$ cat config.mk
export PLATFORM = sky130hd
export DESIGN_NAME = aopc_top
export DESIGN_NICKNAME = d
export VERILOG_FILES = /design/src/logic/aopc_pkg.sv /design/src/logic/aopc_top.sv
export VERILOG_INCLUDE_DIRS = /design/src /design/src/logic
export SDC_FILE = /design/constraint.sdc
export NUM_CORES = 1
export LEC_CHECK = 0
export BUFFER_PORTS_ARGS = -buffer_cell sky130_fd_sc_hd__buf_2
export CAP_MARGIN = 25
export CORE_ASPECT_RATIO = 0.5
export CORE_MARGIN = 5
export CORE_UTILIZATION = 60
export CTS_CLUSTER_SIZE = 16
export DETAILED_ROUTE_END_ITERATION = 10
export GPL_TIMING_DRIVEN = 0
export PLACE_DENSITY = 0.8
export SLEW_MARGIN = 30
export SYNTH_ARGS = -nofsm -noshare
export SYNTH_HDL_FRONTEND = slang
export SYNTH_SLANG_ARGS = --single-unit
$ cat constraint.sdc
create_clock -name core_clk_i -period 3.2 [get_ports core_clk_i]
set_input_delay 0.64 -clock core_clk_i [delete_from_list [all_inputs] [get_ports core_clk_i]]
set_output_delay 0.64 -clock core_clk_i [all_outputs]
set_load 0.1 [all_outputs]
$ cat src/logic/aopc_cfg.svh
// constants for the converter output port and power state block
// How it works
// - cmos modes: bus a and bus b each carry their own out-of-range flag
// - lvds mode: one overflow flag travels with the data
// - output clock is a delayed copy of the encode clock rising edge
// - cmos bus a changes after its clock rises, receiver latches on fall
// - interleaved demux: bus b changes after its clock rises, latched on fall
// - simultaneous demux: bus b changes after its clock falls, latched on rise
// - lvds data changes after output clock rises, latched on its fall
// - output enable high puts data, flags and clocks into high impedance
// - shutdown low means normal conversion whatever the output enable level
// - shutdown high with output enable high powers everything down (sleep)
// - after sleep, output is marked invalid for milliseconds of reference recovery
// - shutdown high, enable low is nap; output valid 100 encode cycles after (from sleep the code stays in sleep until shutdown goes low)
// - in sleep and nap every digital output is high impedance
// - four-level mode input picks full cmos, simultaneous, interleaved or lvds
// - demux buses run at half rate, alternate or together
`ifndef AOPC_CFG_SVH
`define AOPC_CFG_SVH

`define AOPC_DATA_W          10
`define AOPC_LATENCY         5
`define AOPC_PIN_W           5
`define AOPC_PIN_ENC         0
`define AOPC_PIN_SHUTDOWN_REQUEST        1
`define AOPC_PIN_OEN         2
`define AOPC_PIN_MODE        3
`define AOPC_MODE_FULL       2'h0
`define AOPC_MODE_SIM        2'h1
`define AOPC_MODE_INT        2'h2
`define AOPC_MODE_LVDS       2'h3
`define AOPC_CLK_MHZ         250
`define AOPC_NAP_RECOVER_CYC 100
`define AOPC_SLEEP_RECOVER_MS 2
`define AOPC_CNT_W           20

`endif

$ cat src/logic/aopc_pkg.sv
// types for the converter output port and power state block
`include "aopc_cfg.svh"
package aopc_pkg;

   typedef enum logic [1:0] {PWR_RUN, PWR_NAP, PWR_SLEEP, PWR_RECOVER} aopc_pwr_t;

   typedef enum logic [1:0] {MODE_FULL, MODE_SIM, MODE_INT, MODE_LVDS} aopc_mode_t;

   typedef struct packed {
      logic                     over;
      logic [`AOPC_DATA_W-1:0]  code;
   } aopc_sample_t;

   typedef struct packed {
      logic [`AOPC_PIN_W-1:0]   s1;
      logic [`AOPC_PIN_W-1:0]   s2;
      logic [`AOPC_PIN_W-1:0]   s3;
      logic [`AOPC_PIN_W-1:0]   pin;
      aopc_pwr_t                pwr;
      logic                     slow;
      logic [`AOPC_CNT_W-1:0]   cnt;
      logic                     phase;
      aopc_sample_t [`AOPC_LATENCY-1:0] pipe;
      aopc_sample_t             held;
      aopc_sample_t             bus_a;
      aopc_sample_t             bus_b;
      logic                     flag_lvds;
      logic                     clk_a;
      logic                     clk_b;
   } aopc_state_t;

endpackage

$ cat src/logic/aopc_top.sv
// output port, output clock and sleep/nap control of the sampling converter
`timescale 1ns/1ps
`include "aopc_cfg.svh"
module aopc_top #(
   parameter int SLEEP_RECOVER_CYC = `AOPC_SLEEP_RECOVER_MS * 1000 * `AOPC_CLK_MHZ
) (
   input  wire logic                    core_clk_i,
   input  wire logic                    arst_n_i,
   input  wire logic                    encode_clock_in_i,
   input  wire logic                    shutdown_request_i,
   input  wire logic                    output_enable_n_i,
   input  wire logic [1:0]              output_mode_select_i,
   input  wire aopc_pkg::aopc_sample_t  sample_i,
   output wire logic [`AOPC_DATA_W-1:0] data_a_o,
   output wire logic                    overflow_flag_a_o,
   output wire logic [`AOPC_DATA_W-1:0] data_b_o,
   output wire logic                    overflow_flag_b_o,
   output wire logic                    overflow_flag_o,
   output wire logic                    sample_clock_out_a_o,
   output wire logic                    sample_clock_out_b_o,
   output wire logic                    sample_clock_out_o,
   output wire logic                    outputs_oe_o,
   output wire logic                    data_valid_o
);

   // -------------------------------------------------------------
   // constants and decode
   // -------------------------------------------------------------
   localparam int LAT = `AOPC_LATENCY;
   localparam int NAP_CYC_I = `AOPC_NAP_RECOVER_CYC;
   localparam logic [`AOPC_CNT_W-1:0] NAP_CNT = NAP_CYC_I[`AOPC_CNT_W-1:0];
   localparam logic [`AOPC_CNT_W-1:0] SLEEP_CNT = SLEEP_RECOVER_CYC[`AOPC_CNT_W-1:0];
   localparam logic [`AOPC_CNT_W-1:0] CNT_ONE = {{(`AOPC_CNT_W-1){1'b0}}, 1'b1};

   function automatic aopc_pkg::aopc_mode_t decode_mode(input logic [1:0] code);
      case (code)
         `AOPC_MODE_FULL: decode_mode = aopc_pkg::MODE_FULL;
         `AOPC_MODE_SIM:  decode_mode = aopc_pkg::MODE_SIM;
         `AOPC_MODE_INT:  decode_mode = aopc_pkg::MODE_INT;
         default:         decode_mode = aopc_pkg::MODE_LVDS;
      endcase
   endfunction

   aopc_pkg::aopc_state_t  st;
   aopc_pkg::aopc_state_t  next_st;
   logic [`AOPC_PIN_W-1:0] agree;
   logic [`AOPC_PIN_W-1:0] pin_next;
   logic                   enc_rise;
   logic                   shutdown_request;
   logic                   oe_n;
   logic                   active;
   aopc_pkg::aopc_mode_t   mode;
   aopc_pkg::aopc_sample_t out_smp;
   aopc_pkg::aopc_mode_t   mode_new;

   // -------------------------------------------------------------
   // pin sampling
   // -------------------------------------------------------------
   // a pin bit only moves once stages two and three agree
   assign agree    = ~(st.s2 ^ st.s3);
   assign pin_next = (agree & st.s3) | (~agree & st.pin);
   assign enc_rise = pin_next[`AOPC_PIN_ENC] & ~st.pin[`AOPC_PIN_ENC];
   assign shutdown_request     = st.pin[`AOPC_PIN_SHUTDOWN_REQUEST];
   assign oe_n     = st.pin[`AOPC_PIN_OEN];
   assign mode     = decode_mode(st.pin[`AOPC_PIN_MODE+1:`AOPC_PIN_MODE]);
   assign mode_new = decode_mode(pin_next[`AOPC_PIN_MODE+1:`AOPC_PIN_MODE]);
   assign active   = (st.pwr == aopc_pkg::PWR_RUN) || (st.pwr == aopc_pkg::PWR_RECOVER);
   assign out_smp  = st.pipe[LAT-1];

   // -------------------------------------------------------------
   // next state
   // -------------------------------------------------------------
   always_comb begin
      next_st     = st;
      next_st.s1  = {output_mode_select_i, output_enable_n_i, shutdown_request_i,
                     encode_clock_in_i};
      next_st.s2  = st.s1;
      next_st.s3  = st.s2;
      next_st.pin = pin_next;

      case (st.pwr)
         aopc_pkg::PWR_RUN: begin
            if (shutdown_request) begin
               // sleep or nap chosen by enable
               next_st.pwr = oe_n ? aopc_pkg::PWR_SLEEP : aopc_pkg::PWR_NAP;
            end
         end
         aopc_pkg::PWR_NAP: begin
            if (!shutdown_request) begin
               next_st.pwr  = aopc_pkg::PWR_RECOVER;
               next_st.slow = 1'b0;
               next_st.cnt  = NAP_CNT;
            end else if (oe_n) begin
               next_st.pwr = aopc_pkg::PWR_SLEEP;
            end
         end
         aopc_pkg::PWR_SLEEP: begin
            // reference was off, so leaving always takes the long wait
            if (!shutdown_request) begin
               // sleep exit waits for the reference
               next_st.pwr  = aopc_pkg::PWR_RECOVER;
               next_st.slow = 1'b1;
               next_st.cnt  = SLEEP_CNT;
            end
         end
         aopc_pkg::PWR_RECOVER: begin
            if (shutdown_request) begin
               next_st.pwr = oe_n ? aopc_pkg::PWR_SLEEP : aopc_pkg::PWR_NAP;
            end else if (st.slow || enc_rise) begin
               if (st.cnt <= {{(`AOPC_CNT_W-1){1'b0}}, 1'b1}) begin
                  next_st.pwr = aopc_pkg::PWR_RUN;
               end else begin
                  next_st.cnt = st.cnt - {{(`AOPC_CNT_W-1){1'b0}}, 1'b1};
               end
            end
         end
         default: begin
            next_st.pwr = aopc_pkg::PWR_RUN;
         end
      endcase

      // full-rate and lvds clocks follow the encode level
      if (active && (mode == aopc_pkg::MODE_FULL || mode == aopc_pkg::MODE_LVDS)) begin
         next_st.clk_a = pin_next[`AOPC_PIN_ENC];
      end

      if (active && enc_rise) begin
         // data and flag share one pipeline
         next_st.pipe  = {st.pipe[LAT-2:0], sample_i};
         next_st.phase = ~st.phase;
         case (mode)
            aopc_pkg::MODE_FULL, aopc_pkg::MODE_LVDS: begin
               // bus a updates as its clock rises
               next_st.bus_a.code = out_smp.code;
               next_st.bus_a.over = (mode == aopc_pkg::MODE_FULL) & out_smp.over;
               if (mode == aopc_pkg::MODE_LVDS) begin
                  next_st.flag_lvds = out_smp.over;
               end
            end
            aopc_pkg::MODE_INT: begin
               if (!st.phase) begin
                  next_st.bus_a = out_smp;
               end else begin
                  // bus b moves as its clock rises
                  next_st.bus_b = out_smp;
               end
               next_st.clk_a = ~st.phase;
               next_st.clk_b = st.phase;
            end
            default: begin
               // both buses together every second sample
               if (!st.phase) begin
                  next_st.held = out_smp;
               end else begin
                  next_st.bus_a = st.held;
                  // bus b moves as its clock falls
                  next_st.bus_b = out_smp;
               end
               next_st.clk_a = st.phase;
               next_st.clk_b = ~st.phase;
            end
         endcase
      end

      // demux clocks restart low
      // a demux mode entered with a clock still high would move a bus with no rising
      // clock, so phase and clocks restart low; a mode change landing on an encode
      // rise is not caught here, the mode pin is meant to stay fixed while converting
      if (mode_new != mode && !enc_rise &&
          (mode_new == aopc_pkg::MODE_SIM || mode_new == aopc_pkg::MODE_INT)) begin
         next_st.phase = 1'b0;
         next_st.clk_a = 1'b0;
         next_st.clk_b = 1'b0;
      end
   end

   always_ff @(posedge core_clk_i or negedge arst_n_i) begin
      if (!arst_n_i) begin
         st <= '0;
      end else begin
         st <= next_st;
      end
   end

   // -------------------------------------------------------------
   // outputs
   // -------------------------------------------------------------
   assign data_a_o             = st.bus_a.code;
   assign overflow_flag_a_o    = st.bus_a.over;
   assign data_b_o             = st.bus_b.code;
   assign overflow_flag_b_o    = st.bus_b.over;
   assign overflow_flag_o      = st.flag_lvds;
   assign sample_clock_out_a_o = st.clk_a;
   assign sample_clock_out_b_o = st.clk_b;
   // lvds clock shares bus a timing
   assign sample_clock_out_o   = st.clk_a;
   // sleep and nap float every output
   assign outputs_oe_o         = active & ~oe_n;
   assign data_valid_o         = (st.pwr == aopc_pkg::PWR_RUN);
endmodule

==> metrics.md <==
| Metric | Value |
|---|---|
| Status | `complete, no violations` |
| Largest net degree at the start of global routing | `93` |
| Mux contribution to synthesized area | `0.0495` |
| Fin util | `0.724` |
| Crit path arrival time | `approximately 3000 ps` |
| Synth Area in XOR/XNOR | `0.00148` |
| Buffers plus inverters on the worst setup path | `2` |
| Slew @ Worst Pin | `716 ps` |
| CTS clk-pin slew, worst paths | `~60 ps` |
| Critical Path Max Stage Delay | `570 ps` |
| Slowest CP cell | `or4_4` |
| Final Max Slew Viols | `0` |
| Core footprint | `0.00954 mm²` |
| Normalized max-slew margin | `0.520` |
| R2R Path End | `st[94]$_DFFE_PN0P_` |
| Share of layout cells above drive strength 1 | `0.208` |
| GRT overflow | `0` |
| Crit path cell chain | `or4_4 -> or3_4 -> o31ai_4 -> buf_4 -> buf_4 -> a2bb2oi_1 -> o22ai_1` |
| RSZ-0062 raised after global routing | `no` |
| Asr flop ratio synth | `1.00` |
| Gates resized, CTS repair | `0` |
| R2r setup slk | `between 500 and 600 ps` |
| CTS tree | `yes` |
| Drc violations | `0` |
| # diodes | `0` |
| Most common cell after layout, fill and taps aside | `nand2_1` |
| Overall power | `~0.0073 W` |
| Setup crit start | `st[98]$_DFFE_PN0P_` |
| Reg2Reg Launch Point | `st[98]$_DFFE_PN0P_` |
| Chip height | `80.2 µm` |
| Worst hold path class | `in -> async` |
| Layout Skew | `5.11 ps` |
| Area added between synthesis and finish | `16.9%` |
| Port Buf Inserts | `between 40 and 50` |
| Number of fill cells | `approximately 690` |
| Global Route Usage Sum | `0.220` |
| Drt pass-1 iters | `5` |
| Hold Fails Final Rpt | `0` |
| Peak Freq | `between 300 and 400 MHz` |
| Max Cap Violations | `0` |
| Cell Rows | `25` |
| Adder-cell share of the synthesized area | `0.0339` |
| Most frequent cells in the layout | `nand2_1 (176), dfrtp_1 (135), buf_2 (44), nor2_1 (34), mux2_2 (26)` |
| Final GP Congestion | `0.917` |
| Setup crit end kind | `register` |
| Hold Slack | `between 100 and 150 ps` |
| Worst path most repeated cell | `buf_4` |
| Seq/Total Area, Yosys | `0.572` |
| Syn Area/Cell | `10.1 µm²` |
| Seq cells post-synth | `about 140` |
| CTS buffer count | `17` |
| Die Span X | `approximately 150 µm` |
| Final ANT Viol Nets | `0` |
| Post-synth top area share | `0.572` |
| VDD IR max | `0.510 mV` |
| Synth warn | `0` |
| Largest family of logic cells by synthesized area | `simple AND/OR/NAND/NOR gates` |
| Die area | `approximately 0.012 mm²` |
| Tcrit/Tclk final | `0.836` |
| Synth unique cells | `53` |
| Routed len/inst | `15.2 µm` |
| CTS Hold Bufs | `0` |
| Final wirelength | `12,100 µm` |
| Worst R2R Path Depth | `7` |
| Simple-gate share of the synthesized area | `0.195` |
| Latest clock arrival within the worst-skew pair | `between 400 and 500 ps` |
| Startpoint Class | `register` |
| Nets@finish | `682` |
| CTS max path bufs | `2` |
| Global-route wire length before repair | `20,900 µm` |
| Min cycle time layout | `2680 ps` |
| Pwr dens | `around 1100 mW/mm²` |
| Commonest register cell after synthesis | `dfrtp_1` |
| Initial antenna violation count | `0` |
| Post-synth EDFFs | `0` |
| Finish-stage setup viols | `0` |
| Root buf cell | `clkbuf_16` |
| Post-Syn Area | `0.00591 mm²` |
| Cell taking the most area after synthesis | `dfrtp_1` |
| Number of DRC markers in iteration 0 | `between 200 and 300` |
| LEAKAGE | `3.42 nW` |
| Vias in the first global route | `4,447` |
| End of the critical path | `st[94]$_DFFE_PN0P_` |
| Setup bufs post-CTS | `0` |
| Setup slack at placement | `611 ps` |
| Worst Path Max Fanout | `10` |
| Critical path class | `reg -> reg` |
| Post-Syn Instances | `587` |
| Compound-gate portion of the synthesized area | `0.0955` |
| Net Count, Synth | `617` |
| Initial Util | `0.620` |
| Area contributors post-synth | `dfrtp_1 (57%), nand2_1 (11%), mux2_2 (5.0%), buf_4 (2.9%), ha_1 (2.5%)` |
| H-tree depth reported by CTS | `4` |
| Via density | `5.51` |
| Crit. path cell count | `7` |
| Delay-heaviest family, CP | `simple AND/OR/NAND/NOR gates` |
| I/O pins | `46` |
| Crit path setup slack, layout | `~520 ps` |
| CTS sink count | `135` |
| Post-DP HPWL | `7720 µm` |
| Critical path required time | `3520 ps` |
| DR vias | `4,405` |
## cell families after synthesis
kind of cell    after synthesis
xor+xnor                      1
compound gates               84
flops                       135
mux                          26
buf+inv                      61
simple gates                263
fa+ha+maj                    17
## cell type report
cell class	count	area, µm²	share of cell area
inverter	14	52.6	0.00760
buffer	47	263	0.0380
clock inverter	12	116	0.0168
sequential	135	3380	0.489
clock buffer	19	453	0.0655
timing repair buffer	46	263	0.0380
multi-input combinational	391	2220	0.321
tap	135	169	0.0244
## flip-flops by register name, summed over array words and instances, names as in the netlist, named ones only
name	flops
overflow_flag_a_o	1
data_a_o	10
st	87
out_smp	11
sample_clock_out_b_o	1
overflow_flag_o	1
next_st	10
data_b_o	10
overflow_flag_b_o	1
sample_clock_out_a_o	1
## metrics by stage
| stage | cells | TNS, ps | cell area [µm²] |
|---|---|---|---|
| after CTS | 799 | 0 | 6910 |
| final | 799 | 0 | 6910 |
| after global routing | 799 | 0 | 6910 |
| after floorplan | 587 | 0 | 5910 |
| after global placement | 767 | -35130 | 6300 |
| after detailed placement | 768 | 0 | 6340 |
## where the power goes
| group | switching [W] | total [W] | leakage [nW] | internal (W) |
|---|---|---|---|---|
| registers | 0.000409 | 0.00268 | 1.73 | 0.00227 |
| logic | 0.00195 | 0.00277 | 1.42 | 0.000821 |
| clock network | 0.000754 | 0.00187 | 0.277 | 0.00112 |
| total | 0.00311 | 0.00733 | 3.42 | 0.00421 |
## synth_stat cells (all sizes together) (2+ instances only)
cell / count
nand4b: 2
nor4: 4
nand3b: 3
nand2: 176
a2bb2oi: 2
ha: 12
a22oi: 12
buf: 30
maj3: 5
o31ai: 5
a211oi: 3
inv: 14
o21ai: 10
or3: 8
nor2b: 3
o22ai: 9
o21a: 3
nand4: 2
nand3: 10
mux2: 26
o211ai: 3
a41oi: 2
nor3: 4
clkbuf: 17
a21oi: 25
nand2b: 2
a22o: 3
nor2: 34
dfrtp: 135
or4: 8
## how the worst min path moves through the flow
stage                           startpoint                         end  slack, ps  cells past startpoint
CTS                               arst_n_i  asynchronous set/reset pin        120                      1
finish                            arst_n_i      next_st[121]$_DFF_PN0_        110                      1
global placement    next_st[129]$_DFF_PN0_      next_st[124]$_DFF_PN0_        330                      0
detailed placement  next_st[126]$_DFF_PN0_      next_st[121]$_DFF_PN0_        340                      0
global route                      arst_n_i      next_st[126]$_DFF_PN0_        130                      1
floorplan           next_st[125]$_DFF_PN0_      next_st[120]$_DFF_PN0_        330                      0
## layer usage
metal / part of all wire / up-vias / track usage / wire length [µm]
li1: - / 2111 / - / -
met1: 0.43 / 2108 / 0.276 / 5230
met2: 0.49 / 152 / 0.374 / 5950
met3: 0.060 / 34 / 0.0479 / 726
met4: 0.019 / 0 / 0.0885 / 228
met5: 0 / - / 0 / 0
No activity file was read; power rests on OpenSTA's default activity.
